$ cat src/rtl/two_wire_pkg.sv
// Constants, field layouts and state types of the two-wire bus master.
// Assumes a single 250 MHz system clock and open-drain pads outside.
// Summary of operation
// - The master itself starts every transfer, drives its clock and ends it.
// - Software loads address, size, dividers, disables slave, enables master first.
// - A transmit holding write starts: START, 7-bit target address, direction 0.
// - During each ninth clock pulse the master releases the data line unless it acknowledges a received byte.
// - An unacknowledged written byte sets no-ack and sends STOP.
// - A status read clears no-ack; software reads before the next write.
// - Every status flag raises the interrupt when its enable is set.
// - On acknowledge, held data moves to the shifter and transmit-ready sets.
// - Transmit-ready doubles as the transmit DMA request.
// - After a written byte the clock stays low until data or STOP.
// - The stop command sends a STOP condition.
// - The start command begins a read: START, 7-bit target address, direction 1.
// - The address acknowledge is sampled; a high line sets no-ack.
// - Every received byte is acknowledged except the last one.
// - Receive-ready sets when a byte lands, clears when the last held byte is read.
// - Receive-ready doubles as the receive DMA request.
// - With the receive store full, the clock stretches before the last bit.
// - A read with internal address writes it first, then repeated START.
// - Up to three internal address bytes; size zero sends none.
// - Each byte is eight bits, most significant first, then an acknowledge.
// - START falls data while clock high; STOP rises data while clock high.
package two_wire_pkg;

  localparam logic [3:0] ACK_BIT = 4'h8;
  localparam logic [3:0] LAST_DATA_BIT = 4'h7;
  localparam logic [15:0] DIV_OFFSET = 16'h0004;
  localparam logic DIR_WRITE = 1'b0;
  localparam logic DIR_READ = 1'b1;
  localparam logic TRANSMIT_READY_FLAG_RST = 1'b1;
  localparam logic TRANSFER_COMPLETE_FLAG_RST = 1'b1;
  localparam int RX_DEPTH_DEF = 2;
  localparam int IRQ_TRANSFER_COMPLETE_FLAG = 0;
  localparam int IRQ_RECEIVE_READY_FLAG = 1;
  localparam int IRQ_TRANSMIT_READY_FLAG = 2;
  localparam int IRQ_NO_ACK_FLAG = 3;

  typedef struct packed {
    logic [6:0] target_address_field;
    logic read_write_select;
    logic [1:0] internal_address_size;
    logic [23:0] internal_address_bytes;
    logic [2:0] clock_prescale_field;
    logic [7:0] clock_high_divider;
    logic [7:0] clock_low_divider;
  } cfg_s;

  typedef enum logic [3:0] {
    ST_IDLE, ST_START, ST_LOW, ST_HIGH, ST_HOLD,
    ST_RS_LOW, ST_RS_HIGH, ST_STOP_LOW, ST_STOP_HIGH, ST_STOP_END
  } state_e;

  typedef enum logic [1:0] {K_ADDR, K_INTERNAL_ADDRESS_BYTES, K_TXD, K_RXD} kind_e;

endpackage

$ cat src/rtl/two_wire_bus_master.sv
// Master engine of the two-wire serial bus: START, address, data, STOP.
// Assumes open-drain pads outside; line inputs are synchronous to i_clk_sys.
`timescale 1ns/1ps
module two_wire_bus_master #(
  parameter int RX_DEPTH = two_wire_pkg::RX_DEPTH_DEF
) (
  input wire logic i_clk_sys,
  input wire logic i_reset,
  input wire logic i_master_enable_bit,
  input wire logic i_slave_disable_bit,
  input wire two_wire_pkg::cfg_s i_cfg,
  input wire logic i_start_cmd,
  input wire logic i_stop_cmd,
  input wire logic i_thr_valid,
  input wire logic [7:0] i_thr_data,
  output logic o_transmit_ready_flag,
  output logic [7:0] o_rx_data,
  output logic o_receive_ready_flag,
  input wire logic i_rx_ready,
  input wire logic i_status_read,
  input wire logic [3:0] i_irq_enable,
  output logic o_no_ack_flag,
  output logic o_transfer_complete_flag,
  output logic o_irq,
  output logic o_dma_tx_req,
  output logic o_dma_rx_req,
  input wire logic i_scl,
  output logic o_scl_o,
  output logic o_scl_oe,
  input wire logic i_sda,
  output logic o_sda_o,
  output logic o_sda_oe
);
  import two_wire_pkg::*;

  function automatic logic [15:0] phase_len(input logic [7:0] div, input logic [2:0] ps);
    phase_len = ({8'h00, div} << ps) + DIV_OFFSET;
  endfunction

  function automatic logic [7:0] internal_address_bytes_byte(input logic [23:0] ia, input logic [1:0] left);
    internal_address_bytes_byte = (left == 2'h3) ? ia[23:16] : ((left == 2'h2) ? ia[15:8] : ia[7:0]);
  endfunction

  state_e state_ff, nxt_state;
  kind_e kind_ff, nxt_kind;
  logic [15:0] cnt_ff, nxt_cnt;
  logic [3:0] bit_ff, nxt_bit;
  logic [7:0] sh_ff, nxt_sh;
  logic [1:0] internal_address_bytes_left_ff, nxt_internal_address_bytes_left;
  logic read_ff, nxt_read;
  logic dir_ff, nxt_dir;
  logic [7:0] thr_ff;
  logic thr_full_ff;
  logic transmit_ready_flag_ff;
  logic stop_req_ff;
  logic no_ack_flag_ff;
  logic transfer_complete_flag_ff;
  logic scl_oe_ff;
  logic sda_oe_ff, nxt_sda_oe;
  logic irq_ff;
  logic line_low_ff;
  logic [7:0] rx_mem_ff [RX_DEPTH];
  logic [7:0] nxt_rx_mem [RX_DEPTH];
  logic [RX_DEPTH-1:0] rx_vld_ff, nxt_rx_vld;

  logic no_ack_flag_set, thr_move, rx_push, transfer_complete_flag_set, stop_enter;

  wire master_on = i_master_enable_bit & i_slave_disable_bit;
  wire idle = (state_ff == ST_IDLE);
  wire thr_take = i_thr_valid & transmit_ready_flag_ff;
  wire write_sel = (i_cfg.read_write_select == DIR_WRITE);
  wire go = idle & master_on & (i_start_cmd | (thr_full_ff & write_sel));
  wire [15:0] t_low = phase_len(i_cfg.clock_low_divider, i_cfg.clock_prescale_field);
  wire [15:0] t_high = phase_len(i_cfg.clock_high_divider, i_cfg.clock_prescale_field);
  wire low_done = (cnt_ff >= t_low - 16'h0001);
  wire high_done = i_scl & (cnt_ff >= t_high - 16'h0001);
  wire is_ack = (bit_ff == ACK_BIT);
  wire rx_full = rx_vld_ff[RX_DEPTH-1];
  wire rx_pop = i_rx_ready & rx_vld_ff[0];
  wire rx_stall = (state_ff == ST_LOW) & (kind_ff == K_RXD) & (bit_ff == LAST_DATA_BIT) & rx_full;
  wire scl_wait = ((state_ff == ST_HIGH) | (state_ff == ST_RS_HIGH) | (state_ff == ST_STOP_HIGH)) & ~i_scl;
  wire hold_cnt = rx_stall | scl_wait;
  wire no_internal_address_bytes = (i_cfg.internal_address_size == 2'h0);
  wire nxt_scl_oe = (nxt_state == ST_LOW) | (nxt_state == ST_HOLD) |
                    (nxt_state == ST_RS_LOW) | (nxt_state == ST_STOP_LOW);
  wire [3:0] irq_src = {no_ack_flag_ff, transmit_ready_flag_ff, o_receive_ready_flag, transfer_complete_flag_ff};

  // Sequencer
  always_comb
  begin
    nxt_state = state_ff;
    nxt_kind = kind_ff;
    nxt_bit = bit_ff;
    nxt_sh = sh_ff;
    nxt_internal_address_bytes_left = internal_address_bytes_left_ff;
    nxt_read = read_ff;
    nxt_dir = dir_ff;
    no_ack_flag_set = 1'b0;
    thr_move = 1'b0;
    rx_push = 1'b0;
    transfer_complete_flag_set = 1'b0;
    stop_enter = 1'b0;
    case (state_ff)
      ST_IDLE:
        if (go)
        begin
          nxt_state = ST_START;
          nxt_read = i_cfg.read_write_select;
          nxt_internal_address_bytes_left = i_cfg.internal_address_size;
          nxt_dir = i_cfg.read_write_select & no_internal_address_bytes;
          nxt_sh = {i_cfg.target_address_field, i_cfg.read_write_select & no_internal_address_bytes};
          nxt_kind = K_ADDR;
        end
      ST_START:
        if (high_done)
        begin
          nxt_state = ST_LOW;
          nxt_bit = 4'h0;
        end
      ST_LOW:
        if (low_done && !rx_stall)
          nxt_state = ST_HIGH;
      ST_HIGH:
        if (high_done)
        begin
          if (!is_ack)
          begin
            nxt_bit = bit_ff + 4'h1;
            nxt_sh = {sh_ff[6:0], i_sda};
            rx_push = (kind_ff == K_RXD) && (bit_ff == LAST_DATA_BIT);
            nxt_state = ST_LOW;
          end
          else if (kind_ff == K_RXD)
          begin
            if (sda_oe_ff)
            begin
              nxt_bit = 4'h0;
              nxt_state = ST_LOW;
            end
            else
              stop_enter = 1'b1;
          end
          else if (i_sda)
          begin
            no_ack_flag_set = 1'b1;
            stop_enter = 1'b1;
          end
          else if (kind_ff == K_ADDR && dir_ff)
          begin
            nxt_kind = K_RXD;
            nxt_bit = 4'h0;
            nxt_state = ST_LOW;
          end
          else if (internal_address_bytes_left_ff != 2'h0)
          begin
            nxt_kind = K_INTERNAL_ADDRESS_BYTES;
            nxt_sh = internal_address_bytes_byte(i_cfg.internal_address_bytes, internal_address_bytes_left_ff);
            nxt_internal_address_bytes_left = internal_address_bytes_left_ff - 2'h1;
            nxt_bit = 4'h0;
            nxt_state = ST_LOW;
          end
          else if (read_ff)
          begin
            nxt_state = ST_RS_LOW;
            nxt_kind = K_ADDR;
            nxt_dir = DIR_READ;
            nxt_sh = {i_cfg.target_address_field, DIR_READ};
          end
          else
            nxt_state = ST_HOLD;
        end
      ST_HOLD:
        if (thr_full_ff)
        begin
          thr_move = 1'b1;
          nxt_sh = thr_ff;
          nxt_kind = K_TXD;
          nxt_bit = 4'h0;
          nxt_state = ST_LOW;
        end
        else if (stop_req_ff)
          stop_enter = 1'b1;
      ST_RS_LOW:
        if (low_done)
          nxt_state = ST_RS_HIGH;
      ST_RS_HIGH:
        if (high_done)
          nxt_state = ST_START;
      ST_STOP_LOW:
        if (low_done)
          nxt_state = ST_STOP_HIGH;
      ST_STOP_HIGH:
        if (high_done)
          nxt_state = ST_STOP_END;
      ST_STOP_END:
        if (high_done)
        begin
          nxt_state = ST_IDLE;
          transfer_complete_flag_set = 1'b1;
        end
      default:
        nxt_state = ST_IDLE;
    endcase
    if (stop_enter)
      nxt_state = ST_STOP_LOW;
  end

  // Data line drive, changed one cycle after the clock line falls, except at START and STOP
  always_comb
  begin
    nxt_sda_oe = sda_oe_ff;
    case (state_ff)
      ST_IDLE:
        nxt_sda_oe = 1'b0;
      ST_START:
        nxt_sda_oe = 1'b1;
      ST_LOW:
        if (is_ack)
          nxt_sda_oe = (kind_ff == K_RXD) & ~stop_req_ff;
        else
          nxt_sda_oe = (kind_ff != K_RXD) & ~sh_ff[7];
      ST_RS_LOW, ST_RS_HIGH:
        nxt_sda_oe = 1'b0;
      ST_STOP_LOW, ST_STOP_HIGH:
        nxt_sda_oe = 1'b1;
      ST_STOP_END:
        nxt_sda_oe = 1'b0;
      default:
        nxt_sda_oe = sda_oe_ff;
    endcase
  end

  assign nxt_cnt = ((nxt_state != state_ff) || hold_cnt) ? 16'h0000 : cnt_ff + 16'h0001;

  // Receive buffer: head at entry 0, shifts on pop
  always_comb
  begin
    logic placed;
    placed = 1'b0;
    nxt_rx_mem = rx_mem_ff;
    nxt_rx_vld = rx_vld_ff;
    if (rx_pop)
    begin
      for (int i = 0; i < RX_DEPTH - 1; i++)
      begin
        nxt_rx_mem[i] = rx_mem_ff[i+1];
        nxt_rx_vld[i] = rx_vld_ff[i+1];
      end
      nxt_rx_vld[RX_DEPTH-1] = 1'b0;
    end
    if (rx_push)
    begin
      for (int i = 0; i < RX_DEPTH; i++)
      begin
        if (!nxt_rx_vld[i] && !placed)
        begin
          nxt_rx_mem[i] = {sh_ff[6:0], i_sda};
          nxt_rx_vld[i] = 1'b1;
          placed = 1'b1;
        end
      end
    end
  end

  always_ff @(posedge i_clk_sys)
  begin
    if (i_reset)
    begin
      state_ff <= ST_IDLE;
      kind_ff <= K_ADDR;
      cnt_ff <= 16'h0000;
      bit_ff <= 4'h0;
      sh_ff <= 8'h00;
      internal_address_bytes_left_ff <= 2'h0;
      read_ff <= 1'b0;
      dir_ff <= 1'b0;
    end
    else
    begin
      state_ff <= nxt_state;
      kind_ff <= nxt_kind;
      cnt_ff <= nxt_cnt;
      bit_ff <= nxt_bit;
      sh_ff <= nxt_sh;
      internal_address_bytes_left_ff <= nxt_internal_address_bytes_left;
      read_ff <= nxt_read;
      dir_ff <= nxt_dir;
    end
  end

  always_ff @(posedge i_clk_sys)
  begin
    if (i_reset)
    begin
      thr_ff <= 8'h00;
      thr_full_ff <= 1'b0;
      transmit_ready_flag_ff <= TRANSMIT_READY_FLAG_RST;
      stop_req_ff <= 1'b0;
      no_ack_flag_ff <= 1'b0;
      transfer_complete_flag_ff <= TRANSFER_COMPLETE_FLAG_RST;
    end
    else
    begin
      if (thr_take)
        thr_ff <= i_thr_data;
      thr_full_ff <= thr_take | (thr_full_ff & ~thr_move & ~no_ack_flag_set);
      transmit_ready_flag_ff <= thr_take ? 1'b0 : (thr_move | no_ack_flag_set | transmit_ready_flag_ff);
      stop_req_ff <= i_stop_cmd | (stop_req_ff & ~stop_enter & ~(idle & ~go));
      no_ack_flag_ff <= no_ack_flag_set | (no_ack_flag_ff & ~i_status_read);
      transfer_complete_flag_ff <= transfer_complete_flag_set | (transfer_complete_flag_ff & ~go);
    end
  end

  always_ff @(posedge i_clk_sys)
  begin
    if (i_reset)
    begin
      rx_vld_ff <= '0;
      for (int i = 0; i < RX_DEPTH; i++)
        rx_mem_ff[i] <= 8'h00;
    end
    else
    begin
      rx_vld_ff <= nxt_rx_vld;
      rx_mem_ff <= nxt_rx_mem;
    end
  end

  always_ff @(posedge i_clk_sys)
  begin
    if (i_reset)
    begin
      scl_oe_ff <= 1'b0;
      sda_oe_ff <= 1'b0;
      irq_ff <= 1'b0;
      line_low_ff <= 1'b0;
    end
    else
    begin
      scl_oe_ff <= nxt_scl_oe;
      sda_oe_ff <= nxt_sda_oe;
      irq_ff <= |(irq_src & i_irq_enable);
      line_low_ff <= 1'b0;
    end
  end

  assign o_transmit_ready_flag = transmit_ready_flag_ff;
  assign o_dma_tx_req = transmit_ready_flag_ff;
  assign o_rx_data = rx_mem_ff[0];
  assign o_receive_ready_flag = rx_vld_ff[0];
  assign o_dma_rx_req = rx_vld_ff[0];
  assign o_no_ack_flag = no_ack_flag_ff;
  assign o_transfer_complete_flag = transfer_complete_flag_ff;
  assign o_irq = irq_ff;
  assign o_scl_o = line_low_ff;
  assign o_scl_oe = scl_oe_ff;
  assign o_sda_o = line_low_ff;
  assign o_sda_oe = sda_oe_ff;

endmodule // two_wire_bus_master

$ cat config.mk
export PLATFORM = sky130hd
export DESIGN_NAME = two_wire_bus_master
export DESIGN_NICKNAME = d
export VERILOG_FILES = /design/src/rtl/two_wire_pkg.sv /design/src/rtl/two_wire_bus_master.sv
export SDC_FILE = /design/constraint.sdc
export NUM_CORES = 1
export LEC_CHECK = 0
export ABC_CLOCK_PERIOD_IN_PS = 7300
export CAP_MARGIN = 15
export CORE_ASPECT_RATIO = 0.5
export CORE_UTILIZATION = 28
export CTS_CLUSTER_SIZE = 14
export DETAILED_ROUTE_END_ITERATION = 12
export DONT_BUFFER_PORTS = 1
export MAX_ROUTING_LAYER = met4
export PLACE_DENSITY_LB_ADDON = 0.08
export SLEW_MARGIN = 20
export SYNTH_ARGS = -nofsm -noshare
export SYNTH_HDL_FRONTEND = slang
export SYNTH_SLANG_ARGS = --single-unit
$ cat constraint.sdc
create_clock -name i_clk_sys -period 7.3 [get_ports i_clk_sys]
set_clock_uncertainty 0.1 [all_clocks]
set_input_delay 1.825 -clock i_clk_sys [delete_from_list [all_inputs] [get_ports i_clk_sys]]
set_output_delay 1.825 -clock i_clk_sys [all_outputs]
set_load 0.02 [all_outputs]
==> results.cfg, run 1 <==
[run_status]
status = finished clean

[power]
cellLeakagePower_nw = 2.43
power_density_nw_per_um2 = 157
vdd_drop_max_uv = 89.0

[global_routing]
grt_pass1_wl_um = 28900
grt_util_all_layers = 0.170
grt_start_max_net_pins = 56
number_of_global_route_vias_before_repair = 5140
global_route.overflow_total = 0
grt_antenna_before_repair = 0

[drt]
route.detailed.wl_per_inst_um = 17.3
viasPerCell = 5.26
dr_pass1_iterations = 5
dr.first_iter.drc_count = 305
routed_wirelength_um = 18100
drtAntennaViolNets = 0
drt_drc_violations_left = 0
via_count = 5491

[critical_path]
critPathArrivalTime_ns = 5.95
cp_cell_sequence = clkinv_1 -> o22ai_1 -> a32oi_1 -> nand2b_1 -> or3_1 -> nor3_1 -> xor2_1 -> o21ai_0 -> ha_1 -> nand2_1 -> nor3_4 -> o311ai_4 -> a31oi_4 -> a32oi_1 -> nor3_2 -> o311a_1 -> nor3_1
worst_setup_path_end_kind = register
critical-path-max-stage-delay_ns = 0.76
crit_path_top_delay_cell = sky130_fd_sc_hd__nor3_2
timing.reg2reg.setup_slack_ns = 3.88
timing.rr.end = cnt_ff[0]$_SDFF_PP0_
worstSetupStartpoint = i_cfg[17]
critPathLaunchType = input port
worstSetupPathType = input port to register
reg2regPathDepth = 9
crit-reg2reg-launch = cnt_ff[13]$_SDFF_PP0_
crit_path_max_fanout = 51
cp_data_required_time_ns = 7.43

[clocking]
cts-hold-fix-buffers = 0
root_buffer = sky130_fd_sc_hd__clkbuf_16
postCtsSetupRepairBufs = 0
cts_buffers = 9
cts_resizes = 0
tritoncts = yes
clock_insertion_delay_worst_skew_ns = 0.34
cts_max_path_buffers = 2
clkSinkCount = 72
h-tree-depth = 3
clkSlewWorstSetupHoldPaths_ns = 0.06

[timing]
setup_tns_ns = 0
unrepaired_setup_endpoints_after_global_routing = no
finalSetupViolCount = 0
drv_slew = 0
worst_slew_pin_slew_ns = 0.960
slew_headroom = 0.356
maxClockFrequency_mhz = 172
final_hold_viol_count = 0
period_needed_ns = 5.82
layout_worst_path_cycle_share = 0.797

[synth]
synth_enable_flop_cells = 0
mean_cell_area_of_the_mapped_netlist_um2 = 7.38
ys_seq_area_frac = 0.241
number_of_distinct_standard_cells_referenced_by_the_synthesized_netlist = 73
netlist_instances = 810
postSynth.topFlopCell = sky130_fd_sc_hd__dfxtp_1
synth_seq_cells = 72
synthArstFlopShare = 0
ys_warn_count = 0
synth_area_um2 = 5980

[place]
place.port_buffers = 0
routabilityCongestion = 0.846
place_hpwl_um = 13500
placement.cell_area_um2 = 6040

[floorplan]
boundaryPins = 95
die_y_um = 105
fp.dieW_um = 209
coreArea_um2 = 20700
initial_core_util = 0.288
rows = 37
dieArea_um2 = 22000

[flow_run]
reported_max_cap_violation_count = 0

[cells_and_area]
most-common-layout-cells = sky130_fd_sc_hd__nor2_1, sky130_fd_sc_hd__nand2_1, sky130_fd_sc_hd__dfxtp_1
share_of_layout_cells_above_drive_strength_1 = 0.0687
finalNetCount = 880
area_growth_syn_to_layout_pct = 5.71
layout_commonest_cell = sky130_fd_sc_hd__nor2_1
diodes = 0
finalInstanceArea_um2 = 6320

[hold_path]
worstHoldEndpoint = thr_ff[0]$_SDFFE_PP0P_
whs_path_depth = 2
worstHoldPathType = register to register
worst_hold_startpoint = thr_ff[0]$_SDFFE_PP0P_
[power by group]
part | leakage, nW | switching [W] | internal, W | total, W
combinational | 1.71 | 0.0000836 | 0.0000622 | 0.000146
clock | 0.133 | 0.000191 | 0.000234 | 0.000425
sequential | 0.584 | 0.0000158 | 0.000404 | 0.000419
total | 2.43 | 0.000290 | 0.000700 | 0.000990
[registers in the layout (all words and copies together), names as in the netlist, 2 cells and up]
register,count
rx_vld_ff,2
thr_ff,8
internal_address_bytes_left_ff,2
kind_ff,2
rx_mem_ff,8
sh_ff,8
cnt_ff,16
bit_ff,4
state_ff,4
o_rx_data,8
[worst max-delay path: cells and delay by family]
family | cells | cell delay [ns]
simple gates | 7 | 1.98
fa+ha+maj | 1 | 0.27
buf+inv | 1 | 0.20
xor+xnor | 1 | 0.16
compound gates | 7 | 1.48
[worst max path at each step]
stage                            endpoint  depth (start not counted)
CTS                  cnt_ff[4]$_SDFF_PP0_                         16
floorplan           cnt_ff[10]$_SDFF_PP0_                         18
detailed placement   cnt_ff[0]$_SDFF_PP0_                         16
finish              sh_ff[0]$_SDFFE_PP0P_                         17
global placement     cnt_ff[0]$_SDFF_PP0_                         17
global route        sh_ff[7]$_SDFFE_PP0P_                         17
[cell families (layout without fill, tap and decap cells)]
family / after synthesis / after routing / share of synthesized area
simple gates: 341 / 341 / 0.265
xor+xnor: 24 / 24 / 0.0351
mux: 45 / 45 / 0.0782
flops: 72 / 72 / 0.241
fa+ha+maj: 38 / 38 / 0.0795
compound gates: 205 / 205 / 0.233
other cells: 2 / 4 / 0.00126
buf+inv: 83 / 42 / 0.0669
[area by class of cell]
cell class	instances	area, um^2
Clock buffer	9	225
Multi-Input combinational cell	657	4150
Sequential cell	72	1440
Fill cell	2245	14400
Tap cell	273	342
Clock inverter	7	55.1
Timing Repair Buffer	4	30.0
Inverter	22	82.6
[synthesized netlist by cell type, drive strengths merged, types with 4 or more instances]
cell type	instances	area share
nand3	31	0.026
xor2	11	0.016
a32oi	5	0.0073
nor2b	14	0.015
nand2	101	0.064
o22ai	6	0.0063
dfxtp	72	0.24
a211oi	8	0.010
a31oi	11	0.014
a22oi	5	0.0071
a311oi	8	0.012
o211a	4	0.0067
nand2b	14	0.015
or3	4	0.0042
o211ai	17	0.021
inv	21	0.013
mux2	14	0.026
nor2	120	0.075
nand4	8	0.0094
mux2i	31	0.052
nor3	18	0.019
a221oi	9	0.014
ha	38	0.079
clkbuf	38	0.029
xnor2	13	0.019
o21ai	39	0.033
a21oi	60	0.050
and3	9	0.010
a211o	4	0.0059
nand3b	5	0.0063
buf	23	0.024
[layer usage]
metal,vias up,wire length (um),track usage
met5,-,0,-
met4,0,153,0.0347
met3,14,616,0.0289
met2,102,8140,0.264
met1,2569,9160,0.233
li1,2806,-,-
[through the flow]
stage / total power, W / std cells / hold slack, ns / util / worst slack (ns)
after detailed placement: 0.000575 / 1028 / 0.366 / 0.291 / 1.13
final: 0.000990 / 1044 / 0.379 / 0.305 / 1.48
after floorplan: 0.000557 / 812 / 0.336 / - / 1.49
after global routing: 0.00105 / 1044 / 0.400 / 0.305 / 1.08
after CTS: 0.00101 / 1044 / 0.373 / 0.305 / 1.50
after global placement: 0.000575 / 1028 / 0.365 / 0.291 / 1.19
(Power assumes the default switching activity.)
==> run 2: changes to the inputs <==
- ABC_CLOCK_PERIOD_IN_PS: 7300 -> 5050
- clock period: 7.3 -> 5.05 ns (I/O delays scaled with it)
==> run 2 against run 1 <==
Against the previous run:
- sequential cell count unchanged
- cell count up 2.3%
- utilization up 1.5 points
- power up 57%
- non-clock buffer count up 24
- critical path type unchanged
==> results.cfg, run 2 (same netlist as run 1, synthesis figures left out) <==
[hold_path]
worstHoldPathType = register to register

[timing]
layout_worst_path_cycle_share = 0.932
setup_slack_ns = 0.342
final_hold_viol_count = 0
unrepaired_setup_endpoints_after_global_routing = no
drv_slew = 0
finalSetupViolCount = 0
maxClockFrequency_mhz = 212
period_needed_ns = 4.71
worst_slew_pin_slew_ns = 0.874
slew_headroom = 0.416

[cells_and_area]
regMostFlops = cnt_ff
area_growth_syn_to_layout_pct = 11.0
flip_flop_count_of_the_largest_register_after_layout = 16
finalNetCount = 904
layout_commonest_cell = sky130_fd_sc_hd__nor2_1
share_of_layout_cells_above_drive_strength_1 = 0.106
diodes = 0
most-common-layout-cells = sky130_fd_sc_hd__nor2_1, sky130_fd_sc_hd__nand2_1, sky130_fd_sc_hd__dfxtp_1

[flow_run]
reported_max_cap_violation_count = 0

[place]
place_hpwl_um = 13400
preCtsSetupSlack_ns = -0.218
routabilityCongestion = 0.828
place.port_buffers = 0

[clocking]
postCtsSetupRepairBufs = 0
clock_insertion_delay_worst_skew_ns = 0.34
clkSinkCount = 72
root_buffer = sky130_fd_sc_hd__clkbuf_16
tritoncts = yes
cts_max_path_buffers = 2
h-tree-depth = 3
cts_buffers = 9
clkSlewWorstSetupHoldPaths_ns = 0.06

[floorplan]
initial_core_util = 0.288
die_y_um = 105
fp.dieW_um = 209
coreArea_um2 = 20700
boundaryPins = 95
rows = 37
dieArea_um2 = 22000

[critical_path]
worst_setup_path_end_kind = register
critPathArrivalTime_ns = 4.84
cp_data_required_time_ns = 5.18
worstSetupPathType = input port to register
timing.rr.end = sh_ff[0]$_SDFFE_PP0P_
crit_path_max_fanout = 40
timing.reg2reg.setup_slack_ns = 2.09
critPathLaunchType = input port
reg2regPathDepth = 9
crit-reg2reg-launch = cnt_ff[13]$_SDFF_PP0_
worstSetupStartpoint = i_cfg[16]
crit_end = o_scl_oe$_SDFF_PP0_

[drt]
drt_drc_violations_left = 0
dr.first_iter.drc_count = 235
via_count = 5517
dr_pass1_iterations = 5
viasPerCell = 5.17
drtAntennaViolNets = 0
route.detailed.wl_per_inst_um = 16.9
routed_wirelength_um = 18100

[global_routing]
grt_util_all_layers = 0.173
global_route.overflow_total = 0
number_of_global_route_vias_before_repair = 5497
grt_start_max_net_pins = 56
grt_pass1_wl_um = 29800
grt_antenna_before_repair = 0

[power]
vdd_drop_max_uv = 126
power_density_nw_per_um2 = 234
cellLeakagePower_nw = 2.60
total_power_w = 0.00155

[run_status]
status = finished clean
run 2: cell count changes in the layout (fill, tap and decap cells not counted), sizes merged:
| cell | change |
|---|---|
| buf | +24 |
| bufinv | +2 |
| inv | -2 |
| clkbuf | +1 |
| clkinvlp | -1 |
run 2: cell type report:
type	instances	area, um^2
clock buffers	10	239
fillers	2240	14100
multi-input cells	657	4180
clock inverters	6	90.1
flip-flops and latches	72	1440
well taps	273	342
repair buffers	28	260
inverters	22	82.6
run 2: how the worst min path moves through the flow:
stage                      startpoint                endpoint  slack, ns  cells past startpoint
2_1_floorplan  thr_ff[0]$_SDFFE_PP0P_  thr_ff[0]$_SDFFE_PP0P_       0.34                      2
3_3_place_gp   thr_ff[0]$_SDFFE_PP0P_  thr_ff[0]$_SDFFE_PP0P_       0.34                      2
3_5_place_dp   thr_ff[5]$_SDFFE_PP0P_  thr_ff[5]$_SDFFE_PP0P_       0.35                      2
4_1_cts        thr_ff[5]$_SDFFE_PP0P_  thr_ff[5]$_SDFFE_PP0P_       0.36                      2
5_1_grt        thr_ff[6]$_SDFFE_PP0P_  thr_ff[6]$_SDFFE_PP0P_       0.38                      2
6_report       thr_ff[5]$_SDFFE_PP0P_  thr_ff[5]$_SDFFE_PP0P_       0.36                      2
run 2: routing by layer:
layer / up-vias / GRT usage / share of wire
met1: 2554 / 0.228 / 0.50
li1: 2852 / - / -
met3: 7 / 0.0298 / 0.038
met5: - / - / 0
met4: 0 / 0.0268 / 0.0043
met2: 104 / 0.280 / 0.46
run 2: critical path, cell delays in order:
cell,delay (ns)
sky130_fd_sc_hd__mux2i_1,0.10
sky130_fd_sc_hd__o22ai_1,0.17
sky130_fd_sc_hd__a32oi_1,0.11
sky130_fd_sc_hd__or2_2,0.31
sky130_fd_sc_hd__nand3b_1,0.20
sky130_fd_sc_hd__buf_4,0.17
sky130_fd_sc_hd__nor2_1,0.08
sky130_fd_sc_hd__nor2_1,0.04
sky130_fd_sc_hd__o31a_1,0.27
sky130_fd_sc_hd__ha_1,0.30
sky130_fd_sc_hd__nand2_1,0.05
sky130_fd_sc_hd__a2111oi_0,0.36
sky130_fd_sc_hd__buf_4,0.18
sky130_fd_sc_hd__a21oi_2,0.08
sky130_fd_sc_hd__buf_4,0.16
sky130_fd_sc_hd__a22oi_1,0.25
sky130_fd_sc_hd__a21boi_1,0.25
sky130_fd_sc_hd__buf_4,0.15
sky130_fd_sc_hd__nor3_1,0.04
sky130_fd_sc_hd__nor4bb_1,0.31
run 2: through the flow:
stage           util  hold WS (ns)  std cells  TNS (ns)  instance area (um^2)
3_3_place_gp   0.303         0.344       1052    -0.196                  6290
3_5_place_dp   0.303         0.349       1052    -0.933                  6290
6_report       0.320         0.360       1068         0                  6640
2_1_floorplan      -         0.336        812         0                  6010
5_1_grt        0.320         0.376       1068         0                  6640
4_1_cts        0.319         0.357       1068         0                  6620
run 2: what timing repair did:
action,in CTS,in global routing
hold buffers,0,0
setup endpoints to repair,0,9
gates resized for setup,0,6
endpoints found under the hold margin,0,0
run 2: power by group:
part	switching [W]	total (W)	leakage [nW]	internal, W
Sequential	0.0000220	0.000606	0.584	0.000584
Clock	0.000265	0.000713	0.159	0.000448
Combinational	0.000127	0.000233	1.85	0.000106
Total	0.000415	0.00155	2.60	0.00114
==> run 3: changes to the inputs <==
- ABC_CLOCK_PERIOD_IN_PS: 5050 -> 4900
- clock period: 5.05 -> 4.9 ns (I/O delays scaled with it)
==> run 3 against run 2 <==
Against the previous run:
- sequential power is 3% higher
- worst setup slack better by 0.11 ns
- non-clock buffer count shrank 7
- critical endpoint is now bit_ff[3]$_SDFFE_PP0P_
- highest routed layer unchanged
- largest cell class unchanged
- routed wire length shrank 2.8%
- global-route usage down 0.85 points
- critical path type unchanged
==> results.cfg, run 3 (same netlist as run 1, synthesis figures left out) <==
[run_status]
status = finished clean

[timing]
layout_worst_path_cycle_share = 0.907
drv_slew = 0
period_needed_ns = 4.44
final_hold_viol_count = 0
worst_slew_pin_slew_ns = 0.906
maxClockFrequency_mhz = 225
slew_headroom = 0.395
unrepaired_setup_endpoints_after_global_routing = no
setup_slack_ns = 0.456
finalSetupViolCount = 0
setup_tns_ns = 0

[power]
power_density_nw_per_um2 = 242
vdd_drop_max_uv = 138
cellLeakagePower_nw = 2.56

[floorplan]
rows = 37
boundaryPins = 95
initial_core_util = 0.288
die_y_um = 105
fp.dieW_um = 209
dieArea_um2 = 22000
coreArea_um2 = 20700

[cells_and_area]
flip_flop_count_of_the_largest_register_after_layout = 16
share_of_layout_cells_above_drive_strength_1 = 0.0964
diodes = 0
finalNetCount = 897
area_growth_syn_to_layout_pct = 9.83
most-common-layout-cells = sky130_fd_sc_hd__nor2_1, sky130_fd_sc_hd__nand2_1, sky130_fd_sc_hd__dfxtp_1
regMostFlops = cnt_ff
nFillCells = 2226
layout_commonest_cell = sky130_fd_sc_hd__nor2_1

[clocking]
cts_max_path_buffers = 2
root_buffer = sky130_fd_sc_hd__clkbuf_16
postCtsSetupRepairBufs = 0
tritoncts = yes
cts_buffers = 9
clkSlewWorstSetupHoldPaths_ns = 0.06
clkSinkCount = 72
clock_insertion_delay_worst_skew_ns = 0.34
h-tree-depth = 3

[place]
routabilityCongestion = 0.842
place_hpwl_um = 13200
place.port_buffers = 0
preCtsSetupSlack_ns = 0.0661

[critical_path]
worstSetupPathType = input port to register
critPathLaunchType = input port
cp_data_required_time_ns = 5.08
cp_cell_sequence = mux2i_1 -> o22ai_1 -> a32oi_1 -> nand2b_1 -> or3_1 -> nor3_2 -> xor2_1 -> o21ai_0 -> ha_1 -> nand2_1 -> nor3_4 -> o311ai_4 -> a31oi_4 -> a22oi_2 -> or3_1 -> or4_1 -> a21oi_1
critical-path-max-stage-delay_ns = 0.47
critPathArrivalTime_ns = 4.62
category_of_cells_accounting_for_the_largest_share_of_critical_path_delay = simple AND/OR/NAND/NOR gates
worstPathBufferInverterCount = 0
crit_path_max_fanout = 40
worst_setup_path_end_kind = register
crit_path_top_delay_cell = sky130_fd_sc_hd__or4_1
crit_path_frequent_cell = sky130_fd_sc_hd__or3_1

[drt]
drtAntennaViolNets = 0
dr_pass1_iterations = 4
drt_drc_violations_left = 0
viasPerCell = 5.21
routed_wirelength_um = 17600
route.detailed.wl_per_inst_um = 16.6
dr.first_iter.drc_count = 209
via_count = 5526

[global_routing]
grt_util_all_layers = 0.164
grt_start_max_net_pins = 56
grt_pass1_wl_um = 28400
global_route.overflow_total = 0
number_of_global_route_vias_before_repair = 5259
grt_antenna_before_repair = 0

[hold_path]
worstHoldPathType = register to register

[flow_run]
reported_max_cap_violation_count = 0
[run 3: routing by layer]
metal  up-vias  share of wire  track usage
li1       2837              -            -
met1      2591           0.50        0.212
met3        13          0.037       0.0295
met4         0         0.0086       0.0331
met5         -              0            -
met2        85           0.45        0.269
[run 3: area by class of cell]
cell class	count	area (um^2)	share of cell area
multi-input combinational	657	4180	0.636
clock buffer	9	225	0.0343
tap	273	342	0.0520
clock inverter	7	105	0.0160
inverter	22	82.6	0.0126
timing repair buffer	21	195	0.0297
sequential	72	1440	0.219
[run 3: where the power goes]
group / switching [W] / internal [W] / leakage [nW] / total (W)
Clock: 0.000286 / 0.000452 / 0.158 / 0.000738
Combinational: 0.000127 / 0.000104 / 1.82 / 0.000231
Sequential: 0.0000218 / 0.000601 / 0.584 / 0.000623
Total: 0.000434 / 0.00116 / 2.56 / 0.00159
[run 3: final timing paths]
path	start	end	slack (ns)	depth (start not counted)
worst max register to register	state_ff[0]$_SDFF_PP0_	cnt_ff[15]$_SDFF_PP0_	1.87	9
worst max-delay path	i_cfg[16]	bit_ff[3]$_SDFFE_PP0P_	0.46	17
worst min-delay path	thr_ff[6]$_SDFFE_PP0P_	thr_ff[6]$_SDFFE_PP0P_	0.36	2
worst min register to register	thr_ff[6]$_SDFFE_PP0P_	thr_ff[6]$_SDFFE_PP0P_	0.36	2
[run 3: worst min-delay path, stage by stage, from the launching register on]
cell	delay (ns)
sky130_fd_sc_hd__dfxtp_1	0.31
sky130_fd_sc_hd__nand2_1	0.05
sky130_fd_sc_hd__a21oi_1	0.05
[run 3: metrics by stage]
step            util  total power, W  cell area (um^2)  hold WS, ns  instances
5_1_grt        0.317         0.00167              6570        0.383       1061
2_1_floorplan      -        0.000833              6030        0.336        812
3_5_place_dp   0.301        0.000870              6240        0.356       1045
4_1_cts        0.317         0.00161              6570        0.364       1061
6_report       0.317         0.00159              6570        0.357       1061
3_3_place_gp   0.301        0.000869              6240        0.351       1045
[run 3: repair_timing]
| item | CTS | global route |
|---|---|---|
| resized for setup | 0 | 1 |
| setup endpoints to repair | 0 | 1 |
| hold buffers | 0 | 0 |
